## config.mk

```make
export PLATFORM = sky130hd
export DESIGN_NAME = srcc_top
export DESIGN_NICKNAME = d
export VERILOG_FILES = /design/src/rtl/srcc_pkg.sv /design/src/rtl/srcc_reference_clock_output_div.sv /design/src/rtl/srcc_top.sv
export SDC_FILE = /design/constraint.sdc
export NUM_CORES = 1
export LEC_CHECK = 0
export BUFFER_PORTS_ARGS = -buffer_cell sky130_fd_sc_hd__buf_2
export CAP_MARGIN = 20
export CORE_MARGIN = 1.5
export CORE_UTILIZATION = 24
export DETAILED_ROUTE_END_ITERATION = 8
export PLACE_DENSITY = 0.51
export SLEW_MARGIN = 20
export SYNTH_ARGS = -nofsm -noshare
export SYNTH_HDL_FRONTEND = slang
export SYNTH_HIERARCHICAL = 1
export SYNTH_SLANG_ARGS = --single-unit
```

## constraint.sdc

```tcl
create_clock -name ref_clk_i -period 2.2 [get_ports ref_clk_i]
set_clock_uncertainty 0.05 [all_clocks]
set_input_delay 0.44 -clock ref_clk_i [delete_from_list [all_inputs] [get_ports ref_clk_i]]
set_output_delay 0.44 -clock ref_clk_i [all_outputs]
set_load 0.03 [all_outputs]
```

## src/rtl/srcc_pkg.sv

```systemverilog
// constants, field layouts and enumerations of the reference clock control
// assumes one 100 MHz reference clock domain and a byte-wide register port
package srcc_pkg;

    // ------------------------------------------------------------------
    // register offsets
    // ------------------------------------------------------------------
    localparam logic [6:0] ADDR_OP_CTRL = 7'h01;
    localparam logic [6:0] ADDR_FRF_MSB = 7'h07;
    localparam logic [6:0] ADDR_FRF_MID = 7'h08;
    localparam logic [6:0] ADDR_FRF_LSB = 7'h09;
    localparam logic [6:0] ADDR_IO_MAP2 = 7'h26;
    localparam logic [6:0] ADDR_STATUS = 7'h27;
    localparam logic [6:0] ADDR_EXT_CLK = 7'h59;

    // ------------------------------------------------------------------
    // field positions
    // ------------------------------------------------------------------
    localparam int unsigned EXT_CLK_BIT = 4;
    localparam int unsigned OP_MODE_LSB = 2;
    localparam int unsigned SEQ_OFF_BIT = 7;
    localparam int unsigned REFERENCE_CLOCK_OUTPUT_SEL_LSB = 0;
    localparam logic [2:0] REFERENCE_CLOCK_OUTPUT_SEL_OFF_MIN = 3'h6;
    localparam int unsigned STAT_OSC_BIT = 7;
    localparam int unsigned STAT_LOCK_BIT = 4;
    // synthesizer fractional bits
    localparam int unsigned SYNTH_FRAC_BITS = 19;

    // ------------------------------------------------------------------
    // reset values
    // ------------------------------------------------------------------
    localparam logic [7:0] RST_OP_CTRL = 8'h04;
    localparam logic [7:0] RST_IO_MAP2 = 8'h00;
    localparam logic [7:0] RST_EXT_CLK = 8'h00;
    localparam logic [7:0] RST_FRF_BYTE = 8'h00;

    // ------------------------------------------------------------------
    // enumerations
    // ------------------------------------------------------------------
    typedef enum logic [2:0] {
        SRCC_MODE_SLEEP = 3'h0,
        SRCC_MODE_STANDBY = 3'h1,
        SRCC_MODE_FS = 3'h2,
        SRCC_MODE_TX = 3'h3,
        SRCC_MODE_RX = 3'h4
    } srcc_mode_e;

    typedef enum logic [1:0] {
        SRCC_SEQ_IDLE = 2'h0,
        SRCC_SEQ_WAIT_OSC = 2'h1,
        SRCC_SEQ_WAIT_LOCK = 2'h3,
        SRCC_SEQ_RUN = 2'h2
    } srcc_seq_e;

endpackage

```

## src/rtl/srcc_reference_clock_output_div.sv

```systemverilog
// divider for the clock output pin
// assumes enable and select come from logic on the same clock
`timescale 1ns/1ns
module srcc_reference_clock_output_div #(
    parameter int unsigned CNT_W = 6
) (
    input wire logic ref_clk_i,
    input wire logic srst_i,
    input wire logic en_i,
    input wire logic [2:0] sel_i,
    output logic clk_o
);

    // ------------------------------------------------------------------
    // state
    // ------------------------------------------------------------------
    typedef struct packed {
        logic [CNT_W-1:0] cnt;
        logic out;
    } srcc_div_s;

    srcc_div_s st_r;
    srcc_div_s st_nxt;

    // free counter; bit n gives the reference divided by 2^(n+1)
    always_comb begin
        st_nxt = st_r;
        st_nxt.cnt = st_r.cnt + {{(CNT_W-1){1'b0}}, 1'b1};
        if (en_i && (32'(sel_i) < CNT_W)) begin
            st_nxt.out = st_nxt.cnt[sel_i];
        end else begin
            st_nxt.out = 1'b0;
        end
    end

    always_ff @(posedge ref_clk_i) begin
        if (srst_i) begin
            st_r <= '0;
        end else begin
            st_r <= st_nxt;
        end
    end

    assign clk_o = st_r.out;

endmodule

```

## src/rtl/srcc_top.sv

```systemverilog
// reference clock, carrier word, sequencer hand-offs and lock indication
// assumes oscillator and lock inputs come from the analog side, unsynchronised
`timescale 1ns/1ns
module srcc_top (
    input wire logic ref_clk_i,
    input wire logic srst_i,
    input wire logic [6:0] reg_addr_i,
    input wire logic [7:0] reg_wdata_i,
    input wire logic reg_we_i,
    input wire logic reg_re_i,
    output logic [7:0] reg_rdata_o,
    input wire logic osc_stable_i,
    input wire logic pll_lock_i,
    output logic [23:0] synth_word_o,
    output logic ext_clk_sel_o,
    output logic pll_enable_o,
    output logic rx_enable_o,
    output logic tx_enable_o,
    output logic coarse_cal_o,
    output logic fine_cal_o,
    output logic lock_ind_o,
    output logic general_io_five_o
);

    // ------------------------------------------------------------------
    // state
    // ------------------------------------------------------------------
    typedef struct packed {
        logic [7:0] frf_msb;
        logic [7:0] frf_mid;
        logic [7:0] frf_lsb;
        logic [23:0] word;
        logic [7:0] op_ctrl;
        logic [7:0] io_map2;
        logic [7:0] ext_clk;
        logic osc_s1;
        logic osc_s2;
        logic lock_s1;
        logic lock_s2;
        srcc_pkg::srcc_seq_e seq;
        logic pll;
        logic rx;
        logic tx;
        logic coarse;
        logic coarse_done;
        logic fine;
        logic lock_out;
        logic [7:0] rdata;
    } srcc_state_s;

    srcc_state_s st_r;
    srcc_state_s st_nxt;

    function automatic logic [2:0] mode_of(input logic [7:0] ctrl);
        mode_of = ctrl[srcc_pkg::OP_MODE_LSB +: 3];
    endfunction

    function automatic logic is_active(input logic [2:0] m);
        is_active = (m == srcc_pkg::SRCC_MODE_FS) || (m == srcc_pkg::SRCC_MODE_TX) ||
                    (m == srcc_pkg::SRCC_MODE_RX);
    endfunction

    logic active;
    logic seq_on;
    logic [2:0] mode;
    logic [2:0] clk_sel;
    logic clk_en;

    assign mode = mode_of(st_r.op_ctrl);
    assign active = is_active(mode);
    assign seq_on = !st_r.op_ctrl[srcc_pkg::SEQ_OFF_BIT];
    assign clk_sel = st_r.io_map2[srcc_pkg::REFERENCE_CLOCK_OUTPUT_SEL_LSB +: 3];
    // silent until stable, stopped in sleep, off by select
    assign clk_en = st_r.osc_s2 && (mode != srcc_pkg::SRCC_MODE_SLEEP) &&
                    (clk_sel < srcc_pkg::REFERENCE_CLOCK_OUTPUT_SEL_OFF_MIN);

    // ------------------------------------------------------------------
    // next state
    // ------------------------------------------------------------------
    always_comb begin
        st_nxt = st_r;
        st_nxt.osc_s1 = osc_stable_i;
        st_nxt.osc_s2 = st_r.osc_s1;
        st_nxt.lock_s1 = pll_lock_i;
        st_nxt.lock_s2 = st_r.lock_s1;
        // lock follows the synchronised detector level
        st_nxt.lock_out = st_r.lock_s2;
        // register writes
        if (reg_we_i) begin
            unique case (reg_addr_i)
                srcc_pkg::ADDR_OP_CTRL: st_nxt.op_ctrl = reg_wdata_i;
                srcc_pkg::ADDR_FRF_MSB: st_nxt.frf_msb = reg_wdata_i;
                srcc_pkg::ADDR_FRF_MID: st_nxt.frf_mid = reg_wdata_i;
                srcc_pkg::ADDR_FRF_LSB: begin
                    st_nxt.frf_lsb = reg_wdata_i;
                    st_nxt.word = {st_r.frf_msb, st_r.frf_mid, reg_wdata_i};
                end
                srcc_pkg::ADDR_IO_MAP2: st_nxt.io_map2 = reg_wdata_i;
                srcc_pkg::ADDR_EXT_CLK: st_nxt.ext_clk = reg_wdata_i;
                default: ;
            endcase
        end
        // register reads
        if (reg_re_i) begin
            unique case (reg_addr_i)
                srcc_pkg::ADDR_OP_CTRL: st_nxt.rdata = st_r.op_ctrl;
                srcc_pkg::ADDR_FRF_MSB: st_nxt.rdata = st_r.frf_msb;
                srcc_pkg::ADDR_FRF_MID: st_nxt.rdata = st_r.frf_mid;
                srcc_pkg::ADDR_FRF_LSB: st_nxt.rdata = st_r.frf_lsb;
                srcc_pkg::ADDR_IO_MAP2: st_nxt.rdata = st_r.io_map2;
                srcc_pkg::ADDR_STATUS: st_nxt.rdata = {st_r.osc_s2, 2'h0, st_r.lock_out, 2'h0, st_r.seq};
                srcc_pkg::ADDR_EXT_CLK: st_nxt.rdata = st_r.ext_clk;
                default: st_nxt.rdata = 8'h00;
            endcase
        end
        // sequencer
        unique case (st_r.seq)
            srcc_pkg::SRCC_SEQ_IDLE: begin
                if (active) begin
                    st_nxt.seq = srcc_pkg::SRCC_SEQ_WAIT_OSC;
                end
            end
            srcc_pkg::SRCC_SEQ_WAIT_OSC: begin
                if (!active) begin
                    st_nxt.seq = srcc_pkg::SRCC_SEQ_IDLE;
                end else if (st_r.osc_s2) begin
                    st_nxt.seq = srcc_pkg::SRCC_SEQ_WAIT_LOCK;
                end
            end
            srcc_pkg::SRCC_SEQ_WAIT_LOCK: begin
                if (!active) begin
                    st_nxt.seq = srcc_pkg::SRCC_SEQ_IDLE;
                end else if (st_r.lock_s2) begin
                    st_nxt.seq = srcc_pkg::SRCC_SEQ_RUN;
                end
            end
            srcc_pkg::SRCC_SEQ_RUN: begin
                // lock drops during transmit do not abort the run
                if (!active) begin
                    st_nxt.seq = srcc_pkg::SRCC_SEQ_IDLE;
                end
            end
        endcase
        if (seq_on) begin
            st_nxt.pll = (st_nxt.seq == srcc_pkg::SRCC_SEQ_WAIT_LOCK) ||
                         (st_nxt.seq == srcc_pkg::SRCC_SEQ_RUN);
            st_nxt.rx = (st_nxt.seq == srcc_pkg::SRCC_SEQ_RUN) && (mode == srcc_pkg::SRCC_MODE_RX);
            st_nxt.tx = (st_nxt.seq == srcc_pkg::SRCC_SEQ_RUN) && (mode == srcc_pkg::SRCC_MODE_TX);
        end else begin
            // host times the hand-off itself
            st_nxt.pll = active;
            st_nxt.rx = (mode == srcc_pkg::SRCC_MODE_RX);
            st_nxt.tx = (mode == srcc_pkg::SRCC_MODE_TX);
        end
        // calibration strobes
        st_nxt.coarse = !st_r.coarse_done;
        st_nxt.coarse_done = 1'b1;
        st_nxt.fine = st_nxt.pll && !st_r.pll;
    end

    always_ff @(posedge ref_clk_i) begin
        if (srst_i) begin
            st_r <= '0;
            st_r.op_ctrl <= srcc_pkg::RST_OP_CTRL;
            st_r.io_map2 <= srcc_pkg::RST_IO_MAP2;
            st_r.ext_clk <= srcc_pkg::RST_EXT_CLK;
            st_r.frf_msb <= srcc_pkg::RST_FRF_BYTE;
            st_r.frf_mid <= srcc_pkg::RST_FRF_BYTE;
            st_r.frf_lsb <= srcc_pkg::RST_FRF_BYTE;
            st_r.seq <= srcc_pkg::SRCC_SEQ_IDLE;
        end else begin
            st_r <= st_nxt;
        end
    end

    // ------------------------------------------------------------------
    // clock output
    // ------------------------------------------------------------------
    srcc_reference_clock_output_div #(
        .CNT_W(6)
    ) u_div (
        .ref_clk_i(ref_clk_i),
        .srst_i(srst_i),
        .en_i(clk_en),
        .sel_i(clk_sel),
        .clk_o(general_io_five_o)
    );

    assign reg_rdata_o = st_r.rdata;
    assign synth_word_o = st_r.word;
    assign ext_clk_sel_o = st_r.ext_clk[srcc_pkg::EXT_CLK_BIT];
    assign pll_enable_o = st_r.pll;
    assign rx_enable_o = st_r.rx;
    assign tx_enable_o = st_r.tx;
    assign coarse_cal_o = st_r.coarse;
    assign fine_cal_o = st_r.fine;
    assign lock_ind_o = st_r.lock_out;
endmodule

```

==> flow_summary.toml, run 1 <==
[clocking]
cts.sinks = 92
clk_latency_ns = 0.35
htree_num_levels = 3
cts_setup_buffers = 0
cts_tree = "yes"
clockBufferDepth = 2
clockRootBuffer = "clkbuf_16"
holdBufCountCts = 0
path_clk_slew_ns = 0.07
cts_buffers = 9
cts_resized = 0

[die]
rows = 47
core_um2 = 16500
start_util = 0.245
die_area_um2 = 17700
die_h_um = 133
die_x_um = 133
io_pins = 61

[synth]
postSynthAreaPerCell_um2 = 8.42
ys_seq_elements = 92
synth_compound_area_frac = 0.160
yosysSeqAreaShare = 0.454
synth_warnings = 6
syn-instance-count = 482
synthesis.nets = 504
synth_edf_count = 0
yosys.area.top_type = "dfxtp_1"
synthDistinctLibCells = 56
synth_top_area_frac = 0.454
synth_simple_gate_area_share = 0.241
syn-cell-area_um2 = 4060
yosys_most_used_dff = "dfxtp_1"
yosys-mux-area-fraction = 0.0281
synth.area.top_cells = "dfxtp_1, nand2_1, a21oi_1, buf_4, nand3_1"
synth_top_family_by_area = "simple AND/OR/NAND/NOR gates"
synth-async-reset-ratio = 0
synth_adder_area_share = 0.00308
synth_xor_area_frac = 0.00648

[timing]
finalCriticalPeriod_ns = 1.79
fin_setup_tns_ns = 0
fin_crit_sh = 0.814
rsz0062_at_grt = "false"
finalSetupViolCount = 0
drv_slew = 0
worst_pin_slew_ns = 0.505
report.final.hold_viol_count = 0
slew_headroom = 0.664
timing.fmax_mhz = 558

[setup_path]
critPathCaptureType = "register"
cp_slowest_cell = "nor3_4"
path_cells = "buf_2 -> nor3_4 -> nand3_1 -> o221ai_1 -> nand3_2 -> a22oi_1"
cp.required_ns = 2.41
worst-path-max-fanout = 10
cp.arrival_ns = 2.01
start_kind = "input port"
worstSetupPathType = "in2reg"
cpPeakStageDelay_ns = 0.44

[final_layout]
fillers = 1741
area_growth_pct = 13.4
layout-drive-gt1-share = 0.203
final_nets = 533
multiInputGateArea_um2 = 1780
layout.cells.non_filler = 736
area.sequential_um2 = 1840
diodes = 0
final_core_util = 0.278

[detailed_routing]
wl_met1_mm = 5.70
vias = 3421
routed_via_density = 4.65
wl_per_cell_um = 16.0
final_antenna_net_count = 0
wl_met2_mm = 5.24
drt_wl_total_mm = 11.8
drt_iter0_markers = 220
highest_layer = "met4"
drc = 0
drt-pass1-iter-count = 4
wl_met3_um = 622

[grt]
grt_usage = 0.136
grt_pass1_vias = 3302
antenna_found_initial = 0
globalRouteOverflowTotal = 0
grt_pass1_wl_mm = 18.3
grt_max_degree = 41

[run_status]
status = "complete, no violations"

[power_and_ir_drop]
ir_worst_vdd_mv = 0.287
power.density_nw_per_um2 = 723
p_leak_nw = 1.65
power.total_mw = 3.32

[placed_design]
dpl.hpwl_mm = 8.75
port_buffers = 60
dp_cells = 720
gp_congestion = 0.850

[hold_path]
min_path_type = "in2reg"

[flow_run]
cap_violations = 0
==> cells by family (layout without fill, tap and decap cells) <==
kind of cell             Yosys count  after routing
AND/OR/NAND/NOR                  202            202
AO/OA/AOI/OAI                    112            112
flip-flops                        92             92
buffers and inverters             61             95
multiplexers                      11             11
XOR/XNOR                           3              3
adder cells (fa/ha/maj)            1              1
==> layout make-up <==
type / instances / share of cell area
sequential: 92 / 0.400
inverter: 4 / 0.00326
timing repair buffer: 75 / 0.0898
tap: 220 / 0.0598
clock inverter: 7 / 0.0112
clock buffer: 9 / 0.0490
multi-input combinational: 329 / 0.387
==> registers in the layout, summed over array words and instances (netlist names), 3 cells and up <==
signal        cells
u_div/st_r        6
mode              3
reg_rdata_o       8
synth_word_o     17
st_nxt            3
clk_sel           3
st_r             44
==> through the flow <==
step | instance area, µm² | setup WS (ns) | hold slack [ns]
6_report | 4600 | 0.408 | 0.258
4_1_cts | 4600 | 0.434 | 0.255
3_5_place_dp | 4320 | 0.0769 | 0.338
5_1_grt | 4600 | 0.319 | 0.283
2_1_floorplan | 4060 | 0.455 | 0.318
3_3_place_gp | 4320 | 0.146 | 0.339
==> worst max-delay path: cells and delay by family <==
kind | cells | cell delay [ns]
buf+inv | 1 | 0.14
compound gates | 2 | 0.59
simple gates | 3 | 0.83
==> layout by cell type, fill, tap and decap left out, types with 2 or more instances in the layout <==
cell	synthesis	routed
a211oi_1	2	2
a21oi_1	71	71
a22oi_1	12	12
a32o_1	2	2
and2_1	2	2
and3_1	3	3
and4_1	3	3
buf_2	7	60
buf_4	34	15
clkbuf_16	0	9
clkinv_2	0	3
dfxtp_1	92	92
inv_1	4	4
mux2_2	3	3
mux2i_1	8	8
nand2_1	112	112
nand3_1	39	39
nand3_2	2	2
nor2_1	16	16
nor2b_1	10	10
o21ai_0	5	5
o21ai_1	6	6
o22ai_1	3	3
o2bb2ai_1	2	2
xor2_1	2	2
==> cells in the mapped netlist (3+ instances only) <==
library cell  count
a22oi_1          12
o22ai_1           3
a21oi_1          71
o21ai_0           5
nand2_1         112
buf_2             7
mux2_2            3
o21ai_1           6
nand3_1          39
buf_6             6
dfxtp_1          92
nor2_1           16
mux2i_1           8
inv_1             4
clkbuf_1          5
nor2b_1          10
and3_1            3
buf_4            34
and4_1            3
==> worst paths after layout <==
path | from | endpoint | slack (ns) | cells past startpoint
max | reg_addr_i[4] | reg_rdata_o[2] | 0.41 | 6
min | osc_stable_i | st_nxt[19] | 0.26 | 2
max reg2reg | st_r[75] | reg_rdata_o[6] | 0.66 | 4
min reg2reg | st_r[10] | coarse_cal_o | 0.34 | 1
==> layer usage <==
metal	GRT usage	vias to the layer above
met4	0.0537	0
met1	0.187	1625
met2	0.204	90
met5	0	-
li1	-	1688
met3	0.0326	18
==> power by group <==
part	internal (mW)	total [mW]	switching, mW	leakage, nW
Combinational	0.0502	0.170	0.120	0.766
Sequential	1.68	1.69	0.00911	0.743
Clock	0.774	1.47	0.694	0.137
Total	2.50	3.32	0.823	1.65
Note: power is estimated with default switching activity, not from simulation.
==> inputs of run 2 (changes only) <==
- PLACE_DENSITY: 0.51 -> 0.53
- clock period: 2.2 -> 1.45 ns (I/O delays scaled with it)
==> run 2 against run 1 <==
  * Critical path depth is 2 lower
  * Hold slack worse by 0.15 ns
  * Highest routed layer unchanged
  * Routed wire length is 1.7% higher
  * Die area stayed put
  * Register-to-register slack worse by 0.60 ns
==> flow_summary.toml, run 2 (synthesis gave the netlist of run 1 again) <==
[detailed_routing]
drt_iter0_markers = 315
routed_via_density = 4.69
final_antenna_net_count = 0
drt-pass1-iter-count = 5
drt_wl_total_mm = 12.0
drc = 0
wl_per_cell_um = 15.7
vias = 3585

[final_layout]
final_common_cell = "nand2_1"
top_register = "st_r"
final_nets = 562
area_growth_pct = 23.9
layout-drive-gt1-share = 0.283
diodes = 0
most-common-layout-cells = "nand2_1, dfxtp_1, a21oi_1, buf_2, buf_4"
final_cell_area_um2 = 5030
final_core_util = 0.304
largest_reg_flops = 44

[setup_path]
path_cells = "mux2_2 -> a22o_1 -> a221oi_2 -> o21ai_1"
start_kind = "register"
critPathCaptureType = "register"
worst-path-max-fanout = 3
cp-endpoint = "reg_rdata_o[6]"
cpPeakStageDelay_ns = 0.36
reg2reg_slack_ns = 0.06
worstReg2RegStart = "st_r[75]"
cp.required_ns = 1.63
cp.arrival_ns = 1.58
worstSetupStartpoint = "st_r[75]"
cp_slowest_cell = "dfxtp_1"
timing.rr.end = "reg_rdata_o[6]"
worstSetupPathType = "reg2reg"
reg2reg_depth = 4

[clocking]
path_clk_slew_ns = 0.07
holdBufCountCts = 0
cts_tree = "yes"
cts.sinks = 92
clockBufferDepth = 2
cts_buffers = 9
clk_latency_ns = 0.35
clockRootBuffer = "clkbuf_16"
htree_num_levels = 3

[placed_design]
placed_cell_area_um2 = 4620
gp_congestion = 0.883
dpl.hpwl_mm = 9.06
port_buffers = 60
place_ws_ns = -0.398

[timing]
finalCriticalPeriod_ns = 1.39
rsz0062_at_grt = "true"
drv_slew = 0
setup_ws_ns = 0.0571
finalSetupViolCount = 0
worst_pin_slew_ns = 0.358
timing.fmax_mhz = 718
slew_headroom = 0.755
hold_ws_ns = 0.107
fin_crit_sh = 0.961
fin_setup_tns_ns = 0
report.final.hold_viol_count = 0

[die]
die_h_um = 133
core_um2 = 16500
start_util = 0.245
die_area_um2 = 17700
rows = 47
io_pins = 61
die_x_um = 133

[hold_path]
min_path_type = "in2reg"

[power_and_ir_drop]
power.density_nw_per_um2 = 1100
ir_worst_vdd_mv = 0.524
p_leak_nw = 1.85

[grt]
antenna_found_initial = 0
grt_pass1_vias = 3568
grt_pass1_wl_mm = 19.1
grt_usage = 0.139
globalRouteOverflowTotal = 0
grt_max_degree = 62

[run_status]
status = "complete, no violations"

[flow_run]
cap_violations = 0
## run 2: worst min path at each step
stage	start	to	slack [ns]	cells past startpoint
floorplan	srst_i	u_div/st_r[1]	0.31	1
global route	pll_lock_i	st_nxt[17]	0.11	2
CTS	pll_lock_i	st_nxt[17]	0.10	2
global placement	st_r[10]	coarse_cal_o	0.34	1
finish	pll_lock_i	st_nxt[17]	0.11	2
detailed placement	st_r[10]	coarse_cal_o	0.33	1
## run 2: report_power, final
part           internal, mW  total (mW)  switching [mW]
registers              2.54        2.56          0.0133
logic                 0.115       0.312           0.197
clock network          1.59        2.65            1.06
total                  4.25        5.52            1.27
## run 2: critical path: cells and delay by family (launching register included)
family          cells  cell delay (ns)
compound gates      3             0.59
flops               1             0.36
mux                 1             0.28
## run 2: repair_timing
item,CTS,global route
setup buffers,1,1
pin swaps,1,2
gates resized for setup,1,11
hold endpoints to repair,0,0
endpoints found under the setup margin,4,28
## run 2: area by class of cell
cell class / instances / area (µm²)
inverters: 4 / 15.0
fillers: 1727 / 11500
clock inverters: 6 / 97.6
flip-flops and latches: 92 / 1840
repair buffers: 104 / 672
multi-input cells: 329 / 1890
well taps: 220 / 275
clock buffers: 10 / 239
## run 2: metrics by stage
stage / instances / power, mW
floorplan: 482 / 2.77
global placement: 747 / 2.91
detailed placement: 747 / 2.92
CTS: 764 / 5.56
global route: 765 / 5.70
finish: 765 / 5.52
## run 2: metal layers
| layer | share of wire | track usage | vias to the layer above |
|---|---|---|---|
| li1 | - | - | 1746 |
| met1 | 0.48 | 0.195 | 1683 |
| met2 | 0.43 | 0.209 | 131 |
| met3 | 0.062 | 0.0253 | 25 |
| met4 | 0.027 | 0.0586 | 0 |
| met5 | 0 | 0 | - |
